--- config.mk ---
export PLATFORM = sky130hd
export DESIGN_NAME = dnsc_bank
export DESIGN_NICKNAME = d
export VERILOG_FILES = /design/src/inc/dnsc_pkg.sv /design/src/hw/dnsc_bank.sv /design/src/hw/dnsc_speed_scale.sv /design/src/hw/dnsc_status_pack.sv
export VERILOG_INCLUDE_DIRS = /design/src /design/src/inc
export SDC_FILE = /design/constraint.sdc
export NUM_CORES = 1
export LEC_CHECK = 0
export ABC_CLOCK_PERIOD_IN_PS = 3100
export BUFFER_PORTS_ARGS = -buffer_cell sky130_fd_sc_hd__clkbuf_2
export CORE_MARGIN = 5
export CORE_UTILIZATION = 51
export DETAILED_ROUTE_END_ITERATION = 16
export PLACE_DENSITY = 0.81
export SLEW_MARGIN = 20
export SYNTH_ARGS = -nofsm -noshare
export SYNTH_HDL_FRONTEND = slang
export SYNTH_SLANG_ARGS = --single-unit
--- constraint.sdc ---
create_clock -name mclk_i -period 3.1 [get_ports mclk_i]
set_input_delay 0.465 -clock mclk_i [delete_from_list [all_inputs] [get_ports mclk_i]]
set_output_delay 0.465 -clock mclk_i [all_outputs]
set_load 0.1 [all_outputs]
--- src/inc/dnsc_map.svh ---
`ifndef DNSC_MAP_SVH
`define DNSC_MAP_SVH

// word selectors on the parameter access port
`define DNSC_SEL_STATUS 2'h0
`define DNSC_SEL_SPEED 2'h1
`define DNSC_SEL_COMMAND 2'h2

// status word bit positions
`define DNSC_ST_STO 0
`define DNSC_ST_RUN 1
`define DNSC_ST_QSTOP 4
`define DNSC_ST_RAMP2 5
`define DNSC_ST_CONFIG 6
`define DNSC_ST_ALARM 7
`define DNSC_ST_MOVING 8
`define DNSC_ST_GEN_EN 9
`define DNSC_ST_FWD 10
`define DNSC_ST_JOG 11
`define DNSC_ST_REMOTE 12
`define DNSC_ST_UNDERV 13
`define DNSC_ST_AUTO 14
`define DNSC_ST_FAULT 15

// command word bit positions
`define DNSC_CMD_RUN 0
`define DNSC_CMD_GEN_EN 1
`define DNSC_CMD_DIR 2
`define DNSC_CMD_JOG 3
`define DNSC_CMD_REMOTE 4
`define DNSC_CMD_RAMP2 5
`define DNSC_CMD_QSTOP 6
`define DNSC_CMD_FRESET 7
`define DNSC_CMD_USED_MASK 16'h00FF

// speed scaling: 8192 counts equal rated frequency
`define DNSC_SPEED_RATED 16'h2000
`define DNSC_SPEED_MAX 32'sh00007FFF
`define DNSC_SPEED_MIN -32'sh00008000
`define DNSC_SPEED_SAT_HI 16'h7FFF
`define DNSC_SPEED_SAT_LO 16'h8000

`define DNSC_RESET_WORD 16'h0000

`endif

--- src/inc/dnsc_pkg.sv ---
package dnsc_pkg;
	typedef logic [15:0] dnsc_word_t;

	// drive core state reported in the status word
	typedef struct packed {
		logic safe_torque_off_flag;
		logic run_active;
		logic quick_stop_active;
		logic alternate_ramp;
		logic config_mode;
		logic alarm_present;
		logic motor_moving;
		logic general_enable_ready;
		logic forward;
		logic inching_function;
		logic remote;
		logic undervoltage;
		logic process_regulator_auto;
		logic fault_present;
	} dnsc_core_status_s;

	// decoded commands handed to the drive core
	typedef struct packed {
		logic run;
		logic general_enable;
		logic direction;
		logic inching_function;
		logic local_remote_select;
		logic alternate_ramp;
		logic quick_stop;
	} dnsc_command_s;

	typedef enum logic [1:0] {
		DNSC_SRC_SERIAL,
		DNSC_SRC_KEYPAD,
		DNSC_SRC_OTHER
	} dnsc_source_e;

	typedef enum {
		DNSC_FR_IDLE,
		DNSC_FR_PULSE,
		DNSC_FR_WAIT
	} dnsc_freset_e;
endpackage

--- src/hw/dnsc_bank.sv ---
`timescale 1ns/1ps
`default_nettype none
`include "dnsc_map.svh"

module dnsc_bank (
	input wire logic mclk_i,
	input wire logic srst_i,
	// parameter access port
	input wire logic acc_wr_i,
	input wire logic acc_rd_i,
	input wire logic [1:0] acc_sel_i,
	input wire dnsc_pkg::dnsc_word_t acc_wdata_i,
	input wire dnsc_pkg::dnsc_source_e acc_src_i,
	output dnsc_pkg::dnsc_word_t acc_rdata_o,
	output logic acc_rvalid_o,
	output logic acc_werr_o,
	// drive core side
	input wire dnsc_pkg::dnsc_core_status_s core_status_i,
	input wire logic signed [31:0] core_speed_i,
	input wire logic serial_ctrl_i,
	output dnsc_pkg::dnsc_command_s core_cmd_o,
	output logic core_cmd_valid_o,
	output logic fault_reset_o
);
	import dnsc_pkg::*;

	dnsc_word_t status_word;
	dnsc_word_t speed_word;
	dnsc_word_t serial_command_word;
	dnsc_freset_e fr_state;
	logic cmd_write;

	function automatic dnsc_word_t read_mux(input logic [1:0] sel, input dnsc_word_t st,
		input dnsc_word_t sp, input dnsc_word_t cm);
		dnsc_word_t r;
		r = `DNSC_RESET_WORD;
		case (sel)
			`DNSC_SEL_STATUS: r = st;
			`DNSC_SEL_SPEED: r = sp;
			`DNSC_SEL_COMMAND: r = cm;
			default: r = `DNSC_RESET_WORD;
		endcase
		return r;
	endfunction

	dnsc_status_pack u_status (
		.mclk_i(mclk_i),
		.srst_i(srst_i),
		.core_i(core_status_i),
		.status_o(status_word)
	);

	dnsc_speed_scale u_speed (
		.mclk_i(mclk_i),
		.srst_i(srst_i),
		.speed_i(core_speed_i),
		.speed_o(speed_word)
	);

	// only the serial source may change the command word
	assign cmd_write = acc_wr_i && (acc_sel_i == `DNSC_SEL_COMMAND)
		&& (acc_src_i == DNSC_SRC_SERIAL);

	always_ff @(posedge mclk_i) begin
		if (srst_i) begin
			serial_command_word <= `DNSC_RESET_WORD;
		end else if (cmd_write) begin
			serial_command_word <= acc_wdata_i & `DNSC_CMD_USED_MASK;
		end
	end

	// writes to read-only words, or from a non-serial source, are flagged
	always_ff @(posedge mclk_i) begin
		if (srst_i) begin
			acc_werr_o <= 1'b0;
		end else begin
			acc_werr_o <= acc_wr_i && !cmd_write;
		end
	end

	always_ff @(posedge mclk_i) begin
		if (srst_i) begin
			acc_rdata_o <= `DNSC_RESET_WORD;
			acc_rvalid_o <= 1'b0;
		end else begin
			acc_rvalid_o <= acc_rd_i;
			if (acc_rd_i) begin
				acc_rdata_o <= read_mux(acc_sel_i, status_word, speed_word,
					serial_command_word);
			end
		end
	end

	// commands reach the core only while serial holds command authority;
	// the word itself is still stored so a later handover takes effect
	always_ff @(posedge mclk_i) begin
		if (srst_i) begin
			core_cmd_o <= '0;
			core_cmd_valid_o <= 1'b0;
		end else begin
			core_cmd_valid_o <= serial_ctrl_i;
			if (serial_ctrl_i) begin
				core_cmd_o.run <= serial_command_word[`DNSC_CMD_RUN];
				core_cmd_o.general_enable <= serial_command_word[`DNSC_CMD_GEN_EN];
				core_cmd_o.direction <= serial_command_word[`DNSC_CMD_DIR];
				core_cmd_o.inching_function <= serial_command_word[`DNSC_CMD_JOG];
				core_cmd_o.local_remote_select <= serial_command_word[`DNSC_CMD_REMOTE];
				core_cmd_o.alternate_ramp <= serial_command_word[`DNSC_CMD_RAMP2];
				core_cmd_o.quick_stop <= serial_command_word[`DNSC_CMD_QSTOP];
			end else begin
				core_cmd_o <= '0;
			end
		end
	end

	// fault reset is a one-cycle pulse per write of bit 7 accepted in DNSC_FR_IDLE with a fault while serial holds command authority
	always_ff @(posedge mclk_i) begin
		if (srst_i) begin
			fr_state <= DNSC_FR_IDLE;
			fault_reset_o <= 1'b0;
		end else begin
			fault_reset_o <= 1'b0;
			case (fr_state)
				DNSC_FR_IDLE: begin
					if (cmd_write && acc_wdata_i[`DNSC_CMD_FRESET] && serial_ctrl_i
						&& core_status_i.fault_present) begin
						fr_state <= DNSC_FR_PULSE;
					end
				end
				DNSC_FR_PULSE: begin
					fault_reset_o <= 1'b1;
					fr_state <= DNSC_FR_WAIT;
				end
				DNSC_FR_WAIT: begin
					fr_state <= DNSC_FR_IDLE;
				end
				default: fr_state <= DNSC_FR_IDLE;
			endcase
		end
	end
endmodule
`default_nettype wire

--- src/hw/dnsc_speed_scale.sv ---
`timescale 1ns/1ps
`default_nettype none
`include "dnsc_map.svh"

// clamps a signed wide speed to the 16-bit network word
module dnsc_speed_scale (
	input wire logic mclk_i,
	input wire logic srst_i,
	input wire logic signed [31:0] speed_i,
	output logic [15:0] speed_o
);
	import dnsc_pkg::*;

	always_ff @(posedge mclk_i) begin
		if (srst_i) begin
			speed_o <= `DNSC_RESET_WORD;
		end else if (speed_i > `DNSC_SPEED_MAX) begin
			speed_o <= `DNSC_SPEED_SAT_HI;
		end else if (speed_i < `DNSC_SPEED_MIN) begin
			speed_o <= `DNSC_SPEED_SAT_LO;
		end else begin
			speed_o <= speed_i[15:0];
		end
	end
endmodule
`default_nettype wire

--- src/hw/dnsc_status_pack.sv ---
`timescale 1ns/1ps
`default_nettype none
`include "dnsc_map.svh"

module dnsc_status_pack (
	input wire logic mclk_i,
	input wire logic srst_i,
	input wire dnsc_pkg::dnsc_core_status_s core_i,
	output logic [15:0] status_o
);
	import dnsc_pkg::*;

	logic [15:0] next_status;

	always_comb begin
		next_status = `DNSC_RESET_WORD;
		next_status[`DNSC_ST_STO] = core_i.safe_torque_off_flag;
		next_status[`DNSC_ST_RUN] = core_i.run_active;
		next_status[`DNSC_ST_QSTOP] = core_i.quick_stop_active;
		next_status[`DNSC_ST_RAMP2] = core_i.alternate_ramp;
		next_status[`DNSC_ST_CONFIG] = core_i.config_mode;
		next_status[`DNSC_ST_ALARM] = core_i.alarm_present;
		next_status[`DNSC_ST_MOVING] = core_i.motor_moving;
		next_status[`DNSC_ST_GEN_EN] = core_i.general_enable_ready;
		next_status[`DNSC_ST_FWD] = core_i.forward;
		next_status[`DNSC_ST_JOG] = core_i.inching_function;
		next_status[`DNSC_ST_REMOTE] = core_i.remote;
		next_status[`DNSC_ST_UNDERV] = core_i.undervoltage;
		next_status[`DNSC_ST_AUTO] = core_i.process_regulator_auto;
		next_status[`DNSC_ST_FAULT] = core_i.fault_present;
	end

	always_ff @(posedge mclk_i) begin
		if (srst_i) begin
			status_o <= `DNSC_RESET_WORD;
		end else begin
			status_o <= next_status;
		end
	end
endmodule
`default_nettype wire

After elaboration in Yosys (flattened, before gate mapping)
Cells that the tools add are included.

Register bits after elaboration: 99. Logic and storage cells: 43. Output and inout port bits: 27. Bits of input ports: 71.

Reductions and logical operators: 12. Bitwise logic cells: 1. Equal/unequal tests: 4. Muxes and demuxes: 6. $lt $le $gt $ge: 2.

Operators by type and width (number): case mux 32 bit (2 select lines) (1); case mux 16 bit (3 select lines) (1); equality test 32 x 1 -> 1 bit, second input constant (1); greater-than comparator 32 x 16 -> 1 bit, second input constant (1); zero test 32 bit (1); < comparator 32 x 16 -> 1 bit, second input constant (1); 2-to-1 mux 32 bit (1); 2-to-1 mux 16 bit (1); 2-to-1 mux 15 bit (1); logical AND 1 bit (6); zero test 2 bit (2); OR reduction 2 bit (2); equality test 2 x 1 -> 1 bit, second input constant (1); equality test 2 bit, second input constant (1); != test 2 bit, second input constant (1); zero test 1 bit (1); 2-to-1 mux 1 bit (1); NOT 1 bit (1).

Longest topological paths before layout
Depth after elaboration: 8. Gate-level depth with buffers: 5. Mapped depth without buffers: 3.

Modules after synthesis
A second synthesis with hierarchy kept.

Cells, all modules: 256. Area total of the unflattened synthesis: 2655.0 sq um.

Modules (own cells, without submodules): dnsc_bank (cells an instance 163, seq. area each 740.7 sq um, times used 1, area an instance 1631.6 sq um); dnsc_speed_scale (cells an instance 61, seq. area each 320.3 sq um, times used 1, area an instance 596.8 sq um); dnsc_status_pack (cells an instance 32, seq. area each 280.3 sq um, times used 1, area an instance 426.7 sq um).

Worst setup path before layout
Ideal clock, no wire load.

Kind: input port to flip-flop. Start point: input port acc_sel_i[0]. End point: register acc_rdata_o[11]. Setup time: 128 ps. Data required time: 2972 ps. Stages on the path: 5. Path buffers: 2. Path slack: 1640 ps. Arrival time: 1333 ps. Cell sequence: buf_2 buf_2 mux2_2 a21oi_1 nor2_1.

Word-level cells in the longest chain between the ends: 2. Elaborated cells between the ends (all ways): 4. Those cells by class: eq/ne: 2; mux: 1; reduce/logical: 1.

RTL lines: start, declared (RTL line dnsc_bank.sv:11) `input wire logic [1:0] acc_sel_i,`; equality test 2 bit (tied with other cells) (RTL line dnsc_bank.sv:37) `case (sel)`; case mux 16 bit (3 select lines) * (RTL line dnsc_bank.sv:37); end signal, assigned (RTL line dnsc_bank.sv:83) `` acc_rdata_o <= `DNSC_RESET_WORD; ``; end signal, assigned (RTL line dnsc_bank.sv:88) `acc_rdata_o <= read_mux(acc_sel_i, status_word, speed_word,`; end, declared (RTL line dnsc_bank.sv:14) `output dnsc_pkg::dnsc_word_t acc_rdata_o,`.

Mark *: on every way between the ends. The rest lies on a longest branch, timed or not. A chain may end at the register's enable or synchronous reset.

Worst setup path after layout
Start point: register acc_rdata_o[4]. End point: output port acc_rdata_o[4].

No word-level cell between the ends.

==> results_dict.tcl <==
set metrics [dict create \
    die_w_um 79.7 \
    routed-via-count 2029 \
    synthFlopType "dfxtp_1" \
    fin_area_um2 3130 \
    synthCells 248 \
    avgSynthCellArea_um2 9.99 \
    critPathKind "reg2out" \
    dpl_cell_area_um2 2940 \
    critPathRequiredTime_ps 2630 \
    syn_to_final_growth_pct 26.3 \
    cts-resized-gates 0 \
    power.density_nw_per_um2 596 \
    status "complete, no violations" \
    ant_nets 0 \
    drt-vias-per-instance 5.05 \
    ys_async_sr_fraction_pct 0 \
    ys_seq_area_share_pct 54.1 \
    nNetsFinal 402 \
    synth-xor-area-share_pct 0 \
    drt_first_iter_violations 112 \
    post_cts_buffers 0 \
    grt_max_degree 36 \
    grt.total_usage_pct 19.2 \
    period_share_pct 52.2 \
    drv_cap 0 \
    wirelength_um 5610 \
    ir_drop_uv 286 \
    finClkSkew_ps 6.18 \
    worst_setup_path_end_kind "output pin" \
    post-dp-hpwl_um 4050 \
    cts_buffer_depth 2 \
    path_cells "clkbuf_2" \
    crit_start "acc_rdata_o[4]" \
    yosysWarnings 0 \
    slowest_stage "clkbuf_2" \
    drive_gt1_share_pct 34.0 \
    hold_viol_final 0 \
    path_depth 1 \
    drcViolationCount 0 \
    overflow 0 \
    dp_slack_ps 1200 \
    crit_family "buffers and inverters" \
    ys_types 27 \
    core_um2 4720 \
    antenna_found_initial 0 \
    synth_compound_area_share_pct 14.0 \
    synthMuxAreaShare_pct 6.06 \
    crit_path_start_kind "flip-flop" \
    reg2reg_slack_ps 2180 \
    rsz0062_at_grt "no" \
    yosysMostFrequentCell "dfxtp_1" \
    first_pass_iters 5 \
    syn_area_um2 2480 \
    setup_viol 0 \
    cp_max_fo 2 \
    holdCritPathClass "in2reg" \
    core.rowCount 25 \
    synth-simple-area-share_pct 22.3 \
    p_leak_nw 1.37 \
    slew_headroom_pct 56.9 \
    cts_tree "done" \
    clock_latency_ps 340 \
    wl_per_cell_um 14.0 \
    path_buf_inv 1 \
    drv_slew 0 \
    synth_top_area_cell "dfxtp_1" \
    timing.rr.start "serial_command_word[6]" \
    gp_congestion 0.834 \
    synth_top_area_share_pct 54.1 \
    max_stage_delay_ps 470 \
    cp.arrival_ps 1150 \
    synth_area_leaders "dfxtp_1 54%, nor2b_1 7.1%, nand2b_1 3.8%, mux2_2 3.6%, a21oi_1 3.2%" \
    diodes 0 \
    setup_tns_ps 0 \
    clock_tree.htree_level_count 3 \
    synth_adder_area_share_pct 0 \
    clock-sinks 67 \
    finalPower_w 0.00187 \
    worst-slew-pin-transition_ps 645 \
    r2r_cells 3 \
    grt_pass1_vias 1963 \
    die_height_um 79.7 \
    synth_top_family_by_area "simple AND/OR/NAND/NOR gates" \
    timing.rr.end "acc_rdata_o[6]" \
    hold_buffers 0 \
    ios 98 \
    syn_nets 319 \
    portBuffers 89 \
    grt_pass1_wl_um 9280 \
    max_clock_freq_mhz 618 \
    cts_made_buffers 9 \
    setup_ws_ps 1480 \
    ys_top_cells_by_count "67 x dfxtp_1, 28 x nor2b_1, 17 x nor2_1, 16 x a21oi_1, 15 x nand2b_1" \
    die_area_um2 6350 \
    clk_pin_slew_ps 70 \
    ys_seq_elements 67 \
    fin_crit_ps 1620 \
    crit_end "acc_rdata_o[4]" \
    clockRootBuffer "clkbuf_8" \
    synth_edf_count 0 \
    initial_utilization_pct 52.5 \
]
==> flip-flops by register name (all words and copies together), names as in the netlist <==
signal and flops:
fault_reset_o 1, acc_rvalid_o 1, fr_state 2, core_cmd_o 7, acc_rdata_o 16, u_speed.speed_o 16
acc_werr_o 1, u_status.status_o 14, core_cmd_valid_o 1, serial_command_word 8
==> cells in the final DEF, fill, tap and decap left out <==
cell type  netlist  final
a211oi_1         8      8
a21oi_1         16     16
a22oi_1          2      2
a2bb2oi_1        6      6
a41o_1           1      1
and2_1           7      7
and3_1           1      1
buf_4            0      2
bufinv_16        0      1
clkbuf_1        12      2
clkbuf_2         0     89
clkbuf_8         0     11
clkinv_2         0      1
dfxtp_1         67     67
mux2_2           8      8
mux2i_1          6      6
nand2b_1        15     15
nand3b_1         8      8
nand4_1          4      4
nand4bb_1        1      1
nor2_1          17     17
nor2b_1         28     28
nor3b_1          3      3
nor4_1           4      4
nor4bb_1         2      2
o21ai_0         13     13
o21ai_1          9      9
o21ai_2          1      1
o41a_1           1      1
or2_2            1      1
==> routing by layer <==
metal,wire [um],track usage [%],up-vias
met2,2760,30.1,67
met3,359,4.51,12
li1,-,-,1035
met1,2350,24.4,915
met4,138,10.3,0
met5,0,0,-
==> layout make-up <==
class	instances	area [um2]
Tap cell	67	83.8
Sequential cell	67	1340
Timing Repair Buffer	91	460
Multi-Input combinational cell	162	1050
Fill cell	382	1590
Clock buffer	13	159
Clock inverter	2	35.0
==> report_power, final <==
group	internal [W]	switching, W	leakage, nW	total, W
clock network	0.000410	0.000298	0.0995	0.000708
registers	0.000900	0.0000132	0.552	0.000913
logic	0.0000812	0.000164	0.721	0.000245
==> kinds of logic (layout without fill, tap and decap cells) <==
family          after synthesis  after routing
mux                          14             14
compound gates               57             57
flops                        67             67
simple gates                 91             91
buf+inv                      19            106
==> per-stage QoR <==
step	util, %	std cells	hold WS [ps]
after detailed placement	62.2	387	458
final	66.3	402	330
after global placement	62.2	387	439
after global routing	66.3	402	332
after CTS	66.3	402	324
after floorplan	-	248	422
==> worst min path at each step <==
stage / to / depth (start not counted) / startpoint / slack (ps)
2_1_floorplan: fault_reset_o / 1 / fr_state[1] / 420
3_3_place_gp: fr_state[1] / 1 / fr_state[1] / 440
3_5_place_dp: fr_state[1] / 1 / fr_state[1] / 460
4_1_cts: u_status.status_o[11] / 2 / core_status_i[4] / 320
5_1_grt: u_status.status_o[14] / 2 / core_status_i[1] / 330
6_report: u_status.status_o[11] / 2 / core_status_i[4] / 330
Note: power is estimated with default switching activity, not from simulation.
